**src/hw/fke_consts.svh**
```systemverilog
// function keypad entry: constants for key settling, byte codes and commands
// assumes a 100 MHz core clock; included by the design and the checker
`ifndef FKE_CONSTS_SVH
`define FKE_CONSTS_SVH
`define FKE_CLK_MHZ        100
`define FKE_SETTLE_MS      36
`define FKE_SETTLE_CYC     (`FKE_SETTLE_MS * 1000 * `FKE_CLK_MHZ)
`define FKE_SRC_BIT        1
`define FKE_SRC_BYTE       8'h40
`define FKE_CMD_READ_INPUTS 8'h06
`define FKE_CNT_FIRST      2'h0
`define FKE_CNT_SECOND     2'h1
`define FKE_CNT_THIRD      2'h2
`endif

```
**src/hw/fke_pkg.sv**
```systemverilog
// function keypad entry: shared types
// assumes fke_consts.svh for the numeric values
package fke_pkg;
  typedef enum logic [2:0] {
    IDLE, SELECT, SERVE, WAIT_ACK, ENDING
  } fke_state_type;

  typedef struct packed {
    logic       valid;   // one-cycle command strobe from the channel side
    logic [7:0] code;
  } fke_cmd_type;

  typedef struct packed {
    logic       serviceIn;
    logic [7:0] busIn;
  } fke_xfer_type;

  typedef struct packed {
    logic       attention;
    logic       unitCheck;
    logic       channelEnd;
    logic       cmdReject;
  } fke_status_type;
endpackage

```
**src/hw/fke_keypad_entry.sv**
```systemverilog
// function keypad entry: key encoder, settle timer, key latch and the
// three-byte read sequence toward the host channel
// assumes channel handshake inputs are synchronous to core_clk
// assumes the channel answers every service in within bounded time
//
// Behaviour
// - key number encodes as straight five-bit binary
// - key press raises attention toward host
// - attention reported inside next status byte
// - light pen detection raises unit check
// - selection validates command, clears load counter
// - first service cycle starts after selection
// - cycle one sends source byte, count one
// - cycle two sends key code, count two
// - cycle three sends overlay byte
// - third transfer releases latch, starts ending
// - latch code after 36 ms, lockout held
// - source byte carries one in bit 6
// - overlay byte from eight sense switches
`include "fke_consts.svh"

// timing in brief: a key must stand SETTLE_CYC cycles before it latches;
// a read then runs select, then three serve and wait pairs, then ending;
// each byte stands as long as the channel takes to answer service in
module fke_keypad_entry #(
  parameter int unsigned SETTLE_CYC = `FKE_SETTLE_CYC,
  parameter int unsigned KEYS       = 32
) (
  input  wire logic                  core_clk,
  input  wire logic                  rst,
  input  wire logic [KEYS-1:0]       keyDown,
  input  wire logic [7:0]            overlaySense,
  input  wire logic                  penDetect,
  input  wire fke_pkg::fke_cmd_type  cmdIn,
  input  wire logic                  statusTake,
  input  wire logic                  serviceOut,
  output fke_pkg::fke_xfer_type      xferOut,
  output fke_pkg::fke_status_type    statusOut,
  output logic [4:0]                 keyCodeOut,
  output logic                       keyHeld
);
  // counter wide enough to hold the last settle count
  localparam int CW = $clog2(SETTLE_CYC + 1);

  // priority encoder; lowest pressed key wins when several are down
  // several keys at once is an operator slip; the code stays legal
  function automatic logic [5:0] encodeKey(input logic [KEYS-1:0] k);
    logic [5:0] r;
    r = 6'h00;
    // scan from the top so the lowest set index is written last
    for (int i = KEYS - 1; i >= 0; i--) begin
      if (k[i]) begin
        r = {1'b1, 5'(i)};
      end
    end
    return r;
  endfunction

  // key path state
  logic [5:0]            enc;
  logic [CW-1:0]         settle_q, settle_d;
  logic [4:0]            code_q, code_d;
  logic                  avail_q, avail_d;
  logic                  attn_q, attn_d;
  logic                  check_q, check_d;

  // channel path state
  logic                  chEnd_q, chEnd_d;
  logic                  rej_q, rej_d;
  logic [1:0]            cnt_q, cnt_d;
  fke_pkg::fke_state_type state_q, state_d;
  fke_pkg::fke_xfer_type  xfer_q, xfer_d;
  // latch release strobe from the channel path
  logic                  release_c;

  // bit 5 flags that some key is down
  assign enc = encodeKey(keyDown);

  // key path: settle timer, latch and attention raising
  always_comb begin
    settle_d = settle_q;
    code_d   = code_q;
    avail_d  = avail_q;
    attn_d   = attn_q;
    check_d  = check_q;
    // third byte gone: free the latch for the next press
    if (release_c) begin
      avail_d = 1'b0;
    end
    // a held code locks out new presses until the host reads it
    if (!avail_q && enc[5]) begin
      if (settle_q >= CW'(SETTLE_CYC - 1)) begin
        code_d   = enc[4:0];
        avail_d  = 1'b1;
        attn_d   = 1'b1;
        settle_d = '0;
      end else begin
        settle_d = settle_q + CW'(1);
      end
    end else if (!enc[5]) begin
      settle_d = '0; // bounce restarts the settle window
    end
    // attention and check leave with the status byte; new event wins
    if (statusTake) begin
      attn_d  = avail_d && !avail_q;
      check_d = 1'b0;
    end
    // pen hits go out by sense, never by the read command
    if (penDetect) begin
      check_d = 1'b1;
    end
  end

  // key path registers; reset empties the latch so no stale code leaves
  always_ff @(posedge core_clk or posedge rst) begin
    if (rst) begin
      settle_q <= '0;
      code_q   <= 5'h00;
      avail_q  <= 1'b0;
      attn_q   <= 1'b0;
      check_q  <= 1'b0;
    end else begin
      settle_q <= settle_d;
      code_q   <= code_d;
      avail_q  <= avail_d;
      attn_q   <= attn_d;
      check_q  <= check_d;
    end
  end

  // channel sequence: selection, three service cycles, ending
  always_comb begin
    state_d   = state_q;
    cnt_d     = cnt_q;
    xfer_d    = xfer_q;
    chEnd_d   = chEnd_q;
    rej_d     = rej_q;
    release_c = 1'b0;
    // a taken status byte clears the ending flags; a new set still wins
    if (statusTake) begin
      chEnd_d = 1'b0;
      rej_d   = 1'b0;
    end
    unique case (state_q)
      fke_pkg::IDLE: begin
        // commands are taken only while idle; a busy read ignores them
        if (cmdIn.valid) begin
          state_d = fke_pkg::SELECT;
        end
      end
      fke_pkg::SELECT: begin
        // only the read command is accepted here
        if (cmdIn.code == `FKE_CMD_READ_INPUTS) begin
          // load counter starts from zero for every accepted read
          cnt_d   = `FKE_CNT_FIRST;
          state_d = fke_pkg::SERVE;
        end else begin
          // anything else is refused and reported in the next status
          rej_d   = 1'b1;
          state_d = fke_pkg::IDLE;
        end
      end
      fke_pkg::SERVE: begin
        // byte and service in rise together and stand until answered
        xfer_d.serviceIn = 1'b1;
        // load counter picks the byte: source, key code, overlay
        unique case (cnt_q)
          `FKE_CNT_FIRST:  xfer_d.busIn = `FKE_SRC_BYTE;
          `FKE_CNT_SECOND: xfer_d.busIn = {3'h0, code_q};
          default:         xfer_d.busIn = overlaySense;
        endcase
        state_d = fke_pkg::WAIT_ACK;
      end
      fke_pkg::WAIT_ACK: begin
        // counter steps only once the channel has answered
        if (serviceOut) begin
          xfer_d.serviceIn = 1'b0;
          if (cnt_q == `FKE_CNT_THIRD) begin
            // last byte gone: free the latch and end the operation
            release_c = 1'b1;
            state_d   = fke_pkg::ENDING;
          end else begin
            cnt_d   = cnt_q + 2'h1;
            state_d = fke_pkg::SERVE;
          end
        end
      end
      fke_pkg::ENDING: begin
        // channel end stands until the status byte is taken
        chEnd_d = 1'b1;
        state_d = fke_pkg::IDLE;
      end
    endcase
  end

  // channel path registers
  always_ff @(posedge core_clk or posedge rst) begin
    if (rst) begin
      state_q <= fke_pkg::IDLE;
      cnt_q   <= 2'h0;
      xfer_q  <= '0;
      chEnd_q <= 1'b0;
      rej_q   <= 1'b0;
    end else begin
      state_q <= state_d;
      cnt_q   <= cnt_d;
      xfer_q  <= xfer_d;
      chEnd_q <= chEnd_d;
      rej_q   <= rej_d;
    end
  end

  // outputs straight from flops
  assign xferOut    = xfer_q;
  // status flags travel as one packed carrier
  assign statusOut  = '{attention: attn_q, unitCheck: check_q,
                        channelEnd: chEnd_q, cmdReject: rej_q};
  assign keyCodeOut = code_q;
  assign keyHeld    = avail_q;
endmodule // fke_keypad_entry

```
**config.mk**
```make
export PLATFORM = sky130hd
export DESIGN_NAME = fke_keypad_entry
export DESIGN_NICKNAME = d
export VERILOG_FILES = /design/src/hw/fke_pkg.sv /design/src/hw/fke_keypad_entry.sv
export VERILOG_INCLUDE_DIRS = /design/src /design/src/hw
export SDC_FILE = /design/constraint.sdc
export NUM_CORES = 1
export LEC_CHECK = 0
export CAP_MARGIN = 20
export CORE_ASPECT_RATIO = 0.9
export CORE_MARGIN = 2
export CORE_UTILIZATION = 40
export CTS_BUF_LIST = sky130_fd_sc_hd__clkbuf_8
export CTS_CLUSTER_SIZE = 12
export DETAILED_ROUTE_END_ITERATION = 6
export DONT_BUFFER_PORTS = 1
export GPL_TIMING_DRIVEN = 0
export SLEW_MARGIN = 15
export SYNTH_ARGS = -nofsm -noshare
export SYNTH_HDL_FRONTEND = slang
export SYNTH_SLANG_ARGS = --single-unit
```
**constraint.sdc**
```tcl
create_clock -name core_clk -period 6.05 [get_ports core_clk]
set_input_delay 0 -clock core_clk [delete_from_list [all_inputs] [get_ports core_clk]]
set_output_delay 0 -clock core_clk [all_outputs]
set_load 0.005 [all_outputs]
```
* Yosys cells after proc, flatten, opt, wreduce, memory -nomap -nowiden
Cells that the tools add are included.
** Storage, ports and cells
- Logic and storage cells :: 104
- Memories kept :: 0
- Output and inout bits :: 19
- Flip-flop bits (word level) :: 46
- Bits in writable memories :: 0
- ROM bits :: 0
- Latch bits :: 0
** Operators by class
- $lt $le $gt $ge :: 1
- Equal/unequal tests :: 12
- Bitwise operators :: 0
- Multipliers :: 0
- Muxes and demuxes :: 62
- Add/sub/neg operators :: 2
- Divide/modulo/power cells :: 0
- Reduce and logical (&&, ||, !) cells :: 16
- Shifts and indexed selects :: 0
** Operator list (number)
- 2-to-1 mux 6 bit :: 32
- 2-to-1 mux 22 bit :: 3
- adder 22 x 1 -> 22 bit, second input constant :: 1
- >= comparator 22 bit, second input constant :: 1
- 2-to-1 mux 1 bit :: 16
- one-hot mux 8 bit (2 select lines) :: 1
- one-hot mux 3 bit (5 select lines) :: 1
- nonzero test 2 bit :: 6
- 2-to-1 mux 3 bit :: 3
- == test 8 x 3 -> 1 bit, second input constant :: 1
- 2-to-1 mux 2 bit :: 4
- != test 2 bit, second input constant :: 4
- AND reduction 2 bit :: 4
- == test 3 x 2 -> 1 bit, second input constant :: 2
- one-hot mux 2 bit (2 select lines) :: 1
- AND reduction 4 bit :: 1
- == test 3 x 1 -> 1 bit, second input constant :: 1
- == test 3 bit, second input constant :: 1
- zero test 3 bit :: 1
- adder 2 x 1 -> 2 bit, second input constant :: 1
- == test 2 x 1 -> 1 bit, second input constant :: 1
- == test 2 bit, second input constant :: 1
- logical AND 1 bit :: 2
- zero test 2 bit :: 1
- other kinds (3) :: 3

* Logic depth before layout (Yosys ltp)
Gate-level depths: netlist of run 1.
- Depth after elaboration :: 36
- Mapped depth :: 7
- Gate-level depth less buffers :: 7

* Worst setup path before layout of run 1
Ideal clock, no wire load.
- Path kind :: register to register
- Start :: register settle_q[0]
- End :: register settle_q[18]
- Library setup time :: 0.118 ns
- Data required time :: 5.932 ns
- Stages on the path, launching flop included :: 7
- Slack :: 3.826 ns
- Buffers on the path :: 0
- Arrival :: 2.106 ns
- Cells stage by stage :: dfrtp_1 -> ha_1 -> nand4_2 -> or4_1 -> or3_1 -> a31o_2 -> a21o_1
** On the way
- Cells in the longest elaborated chain, start to end :: 3
** RTL lines
- start: declaration :: RTL line fke_keypad_entry.sv:61 : logic [CW-1:0] settle_q, settle_d;
- start signal: assignment :: RTL line fke_keypad_entry.sv:123 : settle_q <= settle_d;
- adder 22 x 1 -> 22 bit or >= comparator 22 bit (tied branches) :: RTL line fke_keypad_entry.sv:98, fke_keypad_entry.sv:92
- 2-to-1 mux 22 bit * :: RTL line fke_keypad_entry.sv:92 : if (settle_q >= CW'(SETTLE_CYC - 1)) begin
- 2-to-1 mux 22 bit * :: RTL line fke_keypad_entry.sv:91 : if (!avail_q && enc[5]) begin
Every way passes the cells marked *; elsewhere a longest branch is shown, timed or not.
A chain may end at the register's enable or synchronous reset.

* Worst setup path after layout of run 1
- Start :: register settle_q[0]
- End :: register code_q[2] (netlist: keyCodeOut[2])
** On the way
- Cells in the longest elaborated chain, start to end :: 2
** RTL lines
- >= comparator 22 bit :: RTL line fke_keypad_entry.sv:92
- AND reduction 2 bit (no line)
- end signal: assignment :: RTL line fke_keypad_entry.sv:124 : code_q <= code_d;
- end: declaration :: RTL line fke_keypad_entry.sv:62 : logic [4:0] code_q, code_d;
No other way between the ends.

==> results of run 1 <==
## metrics by stage
step / hold slack [ns] / cell area (µm²) / power (W) / utilization, % / instances
2_1_floorplan: 0.0923 / 2800 / 0.000518 / - / 320
3_3_place_gp: 0.0967 / 2910 / 0.000555 / 43.5 / 410
3_5_place_dp: -0.125 / 2930 / 0.000561 / 43.8 / 411
4_1_cts: 0.00993 / 3200 / 0.000765 / 47.8 / 436
5_1_grt: 0.0144 / 3200 / 0.000811 / 47.8 / 436
6_report: 0.00737 / 3200 / 0.000763 / 47.8 / 436
## cell usage in the layout, fill, tap and decap left out, types with 3 or more instances in the layout
cell / n
a21o_1: 4
a21oi_1: 18
a22o_1: 10
a22oi_1: 5
a31o_2: 6
a31oi_1: 8
buf_4: 4
clkbuf_1: 6
clkbuf_8: 5
dfrtp_1: 46
dlygate4sd3_1: 18
ha_1: 4
inv_1: 23
mux2_2: 3
nand2_1: 21
nand3_1: 18
nand4_1: 7
nor2_1: 30
nor2b_1: 6
nor3_1: 14
nor4_1: 12
o21ai_0: 11
o22ai_1: 5
o311ai_0: 3
o31ai_1: 8
or3_1: 4
or4_1: 4
## worst paths after layout
kind | end | slack (ns)
setup / recovery | keyCodeOut[2] | 3.40
hold / removal | keyCodeOut[1] | 0.007
setup reg to reg | keyCodeOut[2] | 3.40
hold reg to reg | state_q[1] | 0.49
max in group asynchronous | settle_q[9] | 5.45
min in group asynchronous | settle_q[17] | 0.11
## synth_stat cells, types with 7 or more instances
master   number  area [µm²]
dfrtp_1      46        1150
nor2_1       30         113
inv_1        24        90.1
nand2_1      21        78.8
a21oi_1      18        90.1
nand3_1      18        90.1
nor3_1       14        70.1
nor4_1       12        75.1
o21ai_0      11        55.1
a22o_1       10        87.6
a31oi_1       8        50.1
o31ai_1       8        60.1
nand4_1       7        43.8
## cell type report
class,count,share of cell area [%]
inverters,24,2.82
plain buffers,14,2.47
clock buffers,5,2.15
clock inverters,2,0.470
well taps,90,3.52
repair buffers,19,6.26
multi-input cells,236,46.3
flip-flops and latches,46,36.0
## cells by family (layout without fill, tap and decap cells)
logic type	Yosys count	after routing	share of synthesized area [%]
simple gates	128	128	24.4
compound gates	98	98	24.5
flops	46	46	41.1
buf+inv	38	64	6.03
fa+ha+maj	4	4	1.79
xor+xnor	3	3	0.939
mux	3	3	1.21
## layer usage
layer  routed length, µm  vias up
li1                    -     1263
met1                3450     1288
met2                3180       96
met3                 437       10
met4                 105        0
met5                   0        -
## power by group
part / switching (W) / internal [W] / leakage, nW
Sequential: 0.0000416 / 0.000355 / 0.563
Clock: 0.000112 / 0.0000791 / 0.0362
Combinational: 0.0000974 / 0.0000780 / 0.687
Total: 0.000251 / 0.000512 / 1.29
## registers in the layout (all words and copies together) (netlist names)
register / cells
xferOut: 9
settle_q: 22
state_q: 3
keyCodeOut: 5
rej_q: 1
cnt_q: 2
attn_q: 1
check_q: 1
chEnd_q: 1
keyHeld: 1
## worst reg2reg max path, stage by stage (launching register included)
cell	delay (ns)
dfrtp_1	0.41
ha_1	0.24
nand4_2	0.20
o211ai_1	0.26
nand3_1	0.35
nor3_1	0.68
mux2_2	0.41
## timing repair
| item | in CTS | in global routing |
|---|---|---|
| hold buffers | 18 | 0 |
| gates resized for setup | 0 | 0 |
| setup endpoints to repair | 0 | 0 |
| endpoints found under the hold margin | 64 | 0 |
==> impl_metrics.toml, run 1 <==
[sta]
setup_clock_skew_after_layout_ns = 0.00653
finalSetupTns_ns = 0
hold_violations = 0
timing.final.ws_setup_ns = 3.40
slew_violations = 0
tmin_final_ns = 2.65
actual_transition_at_the_worst_max_transition_pin_ns = 0.960
maxClockFrequency_mhz = 377
post-route-period-util_pct = 43.9
rsz0062_at_grt = "false"
worst_slew_margin_rel_pct = 35.5
setup_viol = 0

[run]
maxcap_violations = 0

[final_layout]
drive_above_1_share_pct = 10.4
synthToLayoutAreaGrowth_pct = 14.2
multi_input_comb_area_um2 = 1480
ff_latch_area_um2 = 1150
final_layout_net_count = 404
layout.filler_cells = 648
antenna-diode-count = 0

[power]
peak_ir_drop_on_the_vdd_network_uv = 161
leakagePower_nw = 1.29
cellPowerDensity_nw_per_um2 = 239

[routing]
drtIter0Drc = 184
ant_nets_after_route = 0
firstDrtPassIters = 4
post_drt_via_cell_ratio = 6.09
detail_route.wl_per_cell_um = 16.4
dr_total_vias = 2657
wl_mm = 7.17
drc_errors = 0

[die]
die_h_um = 83.4
floorplan.die.width_um = 92.2
core_um2 = 6690
total_die_area_um2 = 7690
initial_utilization_pct = 41.8
row_count = 28
floorplan.io_pins = 73

[yosys]
synth.yosys.seq_area_share_pct = 41.1
yosys_warnings = 0
synth-main-ff-cell = "dfrtp_1"
synth-seq-cells = 46
post_synth_inst_count = 320
synth_area_um2 = 2800
post_synth.cell_area_avg_um2 = 8.75
synth.net_count = 378
async_reset_ff_share_pct = 100
synth_enable_flop_cells = 0
synth_cell_type_count = 54

[global_routing]
globalRoute.totalOverflow = 0
grt.met1_usage_pct = 27.9
grtUsageMet2_pct = 29.5
use_met3_pct = 3.54
globalRouteTotalUtil_pct = 19.4
grt_pass1_wl_mm = 12.1
grt_most_used_layer = "met2"
grt_antenna_before_repair = 0
grt_start_max_net_pins = 33
grt_pass1_vias = 2552

[place]
place_ws_ns = 3.42
total_half_perimeter_wirelength_after_legalization_and_detailed_placement_mm = 5.16
count_of_input_and_output_buffers = 0
routabilityCongestion = 0.869

[setup_path]
critical_path_peak_fanout = 9
worst_setup_path_start_kind = "register"
setup.worst_path.end_class = "register"
timing.critical_path.from = "settle_q[0]"
slowest_delay_ns = 0.67
crit_arrival_ns = 2.85
crit_chain = "ha_1 -> nand4_2 -> o211ai_1 -> nand3_1 -> nor3_1 -> mux2_2"
critical_path_cell_count = 6
worst_path_dominant_cell_family = "simple AND/OR/NAND/NOR gates"
r2r_start = "settle_q[0]"
critical_path.n_buffers_inverters = 0
slowest_stage = "nor3_1"
worst_ep_required_time_ns = 6.25
timing_worst_setup_path_type = "register to register"
rr_worst_depth = 6

[clock_network]
clockRootBuffer = "clkbuf_8"
cts_inserted_buffers = 5
clock-sinks = 46
h-tree-depth = 2
tritoncts = "yes"
post_cts_repair_setup_buffers = 0
clock_path_buffers = 2
clock_pin_slew_reported_for_the_worst_setup_and_hold_paths_after_clock_tree_synthesis_ns = 0.09
clock_latency_ns = 0.31

[worst_hold_path]
hold_path.startpoint = "keyDown[10]"
hp-class = "input pin to register"
hold_depth = 3

[run_status]
status = "complete, no violations"
Power figures use the tool's default switching activity.
==> run 2, diff against run 1 <==
- clock period: 6.05 -> 2.1 ns (I/O delays scaled with it)
==> impl_metrics.toml, run 2 (synthesized netlist as in run 1, its figures left out) <==
[final_layout]
largest_register = "settle_q"
largest_reg_flops = 22
layout.cells.most_common_list = "dfrtp_1 (45), nor2_1 (29), inv_1 (23)"
drive_above_1_share_pct = 17.2
synthToLayoutAreaGrowth_pct = 20.8
most_common_cell_after_layout_fill_and_taps_aside = "dfrtp_1"
antenna-diode-count = 0
fraction_of_the_core_area_covered_by_cells_at_the_end_of_the_flow_pct = 50.6
final_layout_net_count = 413

[power]
leakagePower_nw = 1.38
finalPower_w = 0.00222
cellPowerDensity_nw_per_um2 = 656
peak_ir_drop_on_the_vdd_network_uv = 418

[place]
total_half_perimeter_wirelength_after_legalization_and_detailed_placement_mm = 5.17
routabilityCongestion = 0.818
count_of_input_and_output_buffers = 0

[global_routing]
grt_most_used_layer = "met2"
grt_start_max_net_pins = 33
grt_antenna_before_repair = 0
use_met3_pct = 3.27
grt_pass1_vias = 2584
grtUsageMet2_pct = 29.3
grt_pass1_wl_mm = 12.0
grt.met1_usage_pct = 27.0
globalRoute.totalOverflow = 0
globalRouteTotalUtil_pct = 18.8

[run_status]
status = "complete, no violations"

[sta]
maxClockFrequency_mhz = 488
post-route-period-util_pct = 97.5
hold_violations = 0
rsz0062_at_grt = "true"
tmin_final_ns = 2.05
setup_clock_skew_after_layout_ns = 0.00812
worst_slew_margin_rel_pct = 50.9
actual_transition_at_the_worst_max_transition_pin_ns = 0.730
setup_viol = 0
slew_violations = 0

[clock_network]
clock_latency_ns = 0.30
cts_inserted_buffers = 5
clock_path_buffers = 2
clockRootBuffer = "clkbuf_8"
h-tree-depth = 2
tritoncts = "yes"
clock-sinks = 46
clock_pin_slew_reported_for_the_worst_setup_and_hold_paths_after_clock_tree_synthesis_ns = 0.09

[run]
maxcap_violations = 0

[worst_hold_path]
hp-class = "input pin to register"
hold_path.startpoint = "keyDown[10]"
worstHoldEndpoint = "keyCodeOut[1]"
hold_depth = 3

[setup_path]
worst_ep_required_time_ns = 2.31
crit_arrival_ns = 2.25
timing.critical_path.from = "settle_q[1]"
timing_worst_setup_path_type = "register to register"
r2r_start = "settle_q[1]"
rr_worst_depth = 6
critical_path_peak_fanout = 4
critical_path.reg2reg.endpoint = "settle_q[18]"
worst_setup_path_start_kind = "register"
setup.worst_path.end_class = "register"
r2r_slack_ns = 0.05

[routing]
drc_errors = 0
post_drt_via_cell_ratio = 5.87
ant_nets_after_route = 0
dr_total_vias = 2612
drtIter0Drc = 149
firstDrtPassIters = 4
wl_mm = 7.13
detail_route.wl_per_cell_um = 16.0

[die]
core_um2 = 6690
die_h_um = 83.4
row_count = 28
initial_utilization_pct = 41.8
total_die_area_um2 = 7690
floorplan.io_pins = 73
floorplan.die.width_um = 92.2
## run 2: cell types whose count changed in the layout (fill, tap and decap cells not counted), sizes merged
cell | before | now
buf | 8 | 19
clkbuf | 12 | 10
## run 2: critical path, stage by stage, from the launching register on
cell	delay [ns]
dfrtp_1	0.40
ha_4	0.17
nand4_4	0.13
or4_4	0.55
or3_4	0.35
a31o_4	0.22
a21o_1	0.14
## run 2: worst max-delay path by stage
stage | end | slack (ns)
floorplan | settle_q[18] | 0.02
global placement | keyCodeOut[2] | -0.41
detailed placement | keyCodeOut[2] | -0.44
CTS | settle_q[18] | -0.01
global route | settle_q[18] | -0.03
finish | settle_q[18] | 0.05
## run 2: timing repair
| item | CTS | global route |
|---|---|---|
| gates resized for setup | 9 | 11 |
| endpoints found under the hold margin | 64 | 0 |
| pin swaps | 5 | 7 |
| buffers inserted | 6 | 4 |
| setup endpoints to repair | 27 | 23 |
| hold buffers | 18 | 0 |
## run 2: routing by layer
metal,wire length (µm),vias up
li1,-,1278
met3,395,7
met5,0,-
met4,78,0
met1,3370,1241
met2,3290,86
## run 2: where the power goes
part           switching, W  internal, W  total, W
combinational      0.000292     0.000247  0.000539
sequential         0.000123      0.00102   0.00115
clock              0.000307     0.000228  0.000534
total              0.000721      0.00150   0.00222
## run 2: through the flow
stage                     hold WS, ns  cells  worst slack (ns)  setup TNS (ns)  instance area [µm²]
final                          0.0189    445            0.0521               0                 3380
after floorplan                0.0923    320            0.0210               0                 2830
after global placement         0.0964    410            -0.407           -4.46                 2940
after global routing           0.0399    445           -0.0316         -0.0390                 3380
after CTS                      0.0154    441           -0.0106         -0.0106                 3300
after detailed placement       -0.127    411            -0.436           -4.36                 2960
## run 2: final cells by class
type	count	area (µm²)
plain buffers	13	76.3
clock buffers	5	68.8
clock inverters	2	15.0
fillers	627	3310
inverters	24	90.1
multi-input cells	236	1590
flip-flops and latches	46	1150
well taps	90	113
repair buffers	29	279
==> run 3, diff against run 2 <==
- CORE_UTILIZATION: 40 -> 35
==> impl_metrics.toml, run 3 (synthesized netlist as in run 1, its figures left out) <==
[run_status]
status = "complete, no violations"

[run]
maxcap_violations = 0

[sta]
setup_clock_skew_after_layout_ns = 0.00701
worst_slew_margin_rel_pct = 49.8
hold_violations = 0
actual_transition_at_the_worst_max_transition_pin_ns = 0.746
timing.final.ws_setup_ns = 0.0360
slew_violations = 0
setup_viol = 0
maxClockFrequency_mhz = 484
timing.hold.ws_ns = 0.0177
finalSetupTns_ns = 0
rsz0062_at_grt = "true"
tmin_final_ns = 2.06
post-route-period-util_pct = 98.3

[place]
place_ws_ns = -0.499
dpl.cell_count = 417
routabilityCongestion = 0.835
total_half_perimeter_wirelength_after_legalization_and_detailed_placement_mm = 5.41
count_of_input_and_output_buffers = 0

[worst_hold_path]
hold_depth = 3
hp-class = "input pin to register"
worstHoldEndpoint = "keyCodeOut[1]"
hold_path.startpoint = "keyDown[10]"

[final_layout]
layout.cells.most_common_list = "dfrtp_1 (45), nor2_1 (29), inv_1 (24)"
synthToLayoutAreaGrowth_pct = 21.6
antenna-diode-count = 0
final_layout_net_count = 413
multi_input_comb_area_um2 = 1580
largest_reg_flops = 22
layout.filler_cells = 778
drive_above_1_share_pct = 17.1
post_route_insts_no_fill = 452
ff_latch_area_um2 = 1150
largest_register = "settle_q"
most_common_cell_after_layout_fill_and_taps_aside = "dfrtp_1"

[die]
die_h_um = 88.9
row_count = 30
core_um2 = 7660
floorplan.die.width_um = 98.3
initial_utilization_pct = 36.6
total_die_area_um2 = 8730
floorplan.io_pins = 73

[global_routing]
grt_pass1_vias = 2673
globalRoute.totalOverflow = 0
grt.met1_usage_pct = 24.0
grtUsageMet2_pct = 29.1
grt_antenna_before_repair = 0
grt_start_max_net_pins = 32
use_met3_pct = 3.24
globalRouteTotalUtil_pct = 17.6
grt_most_used_layer = "met2"
grt_pass1_wl_mm = 12.6

[clock_network]
clock_pin_slew_reported_for_the_worst_setup_and_hold_paths_after_clock_tree_synthesis_ns = 0.09
h-tree-depth = 2
cts_inserted_buffers = 5
tritoncts = "yes"
clock_path_buffers = 2
clockRootBuffer = "clkbuf_8"
clock_latency_ns = 0.30
clock-sinks = 46

[power]
leakagePower_nw = 1.39
finalPower_w = 0.00234
peak_ir_drop_on_the_vdd_network_uv = 358
cellPowerDensity_nw_per_um2 = 687

[setup_path]
critical_path_peak_fanout = 4
worst_ep_required_time_ns = 2.29
r2r_start = "settle_q[1]"
worst_setup_path_start_kind = "register"
r2r_slack_ns = 0.04
crit_arrival_ns = 2.26
timing_worst_setup_path_type = "register to register"
critical_path.reg2reg.endpoint = "settle_q[18]"
rr_worst_depth = 6
setup.worst_path.end_class = "register"

[routing]
dr_total_vias = 2638
firstDrtPassIters = 4
detail_route.wl_per_cell_um = 16.4
wl_mm = 7.41
drc_errors = 0
drtIter0Drc = 199
ant_nets_after_route = 0
post_drt_via_cell_ratio = 5.84
-- run 3: how the worst max path moves through the flow --
stage	from	end	slack, ns	depth (start not counted)
after detailed placement	settle_q[0]	keyCodeOut[2]	-0.50	6
after CTS	settle_q[0]	settle_q[18]	0.006	6
after floorplan	settle_q[1]	settle_q[18]	0.02	6
after global placement	settle_q[0]	keyCodeOut[2]	-0.42	6
after global routing	settle_q[1]	settle_q[18]	-0.04	6
final	settle_q[1]	settle_q[18]	0.04	6
-- run 3: what timing repair did --
item / CTS / global route
endpoints found under the setup margin: 27 / 22
resized for setup: 9 / 10
hold buffers: 17 / 0
hold endpoints to repair: 64 / 0
pin swaps: 3 / 4
setup buffers: 7 / 4
-- run 3: power breakdown --
part	internal [W]	total [W]	leakage, nW	switching (W)
combinational	0.000242	0.000536	0.772	0.000294
clock	0.000351	0.000658	0.0556	0.000308
sequential	0.00102	0.00114	0.563	0.000120
total	0.00162	0.00234	1.39	0.000722
-- run 3: layer usage --
layer | share of wire, % | routed length, µm | vias up
met5 | 0 | 0 | -
met4 | 1.6 | 117 | 0
met3 | 6.0 | 446 | 11
met2 | 46 | 3440 | 90
met1 | 46 | 3410 | 1256
li1 | - | - | 1281
-- run 3: area by class of cell --
| cell class | count | area share (%) |
|---|---|---|
| inverter | 24 | 2.65 |
| buffer | 13 | 2.32 |
| multi-input combinational | 236 | 46.4 |
| tap | 96 | 3.53 |
| timing repair buffer | 29 | 8.01 |
| sequential | 46 | 33.8 |
| clock inverter | 3 | 1.21 |
| clock buffer | 5 | 2.02 |
-- run 3: critical path: stages (launching register included) --
cell and delay, ns:
dfrtp_1 0.40, ha_4 0.17, nand4_4 0.12, or4_4 0.50
or3_4 0.35, a31o_2 0.25, a21o_1 0.17
-- run 3: through the flow --
stage                     util [%]  instance area (µm²)
after global routing          44.5                 3400
after detailed placement      38.7                 2970
after CTS                     43.5                 3330
after floorplan                  -                 2830
final                         44.5                 3400
after global placement        38.5                 2950
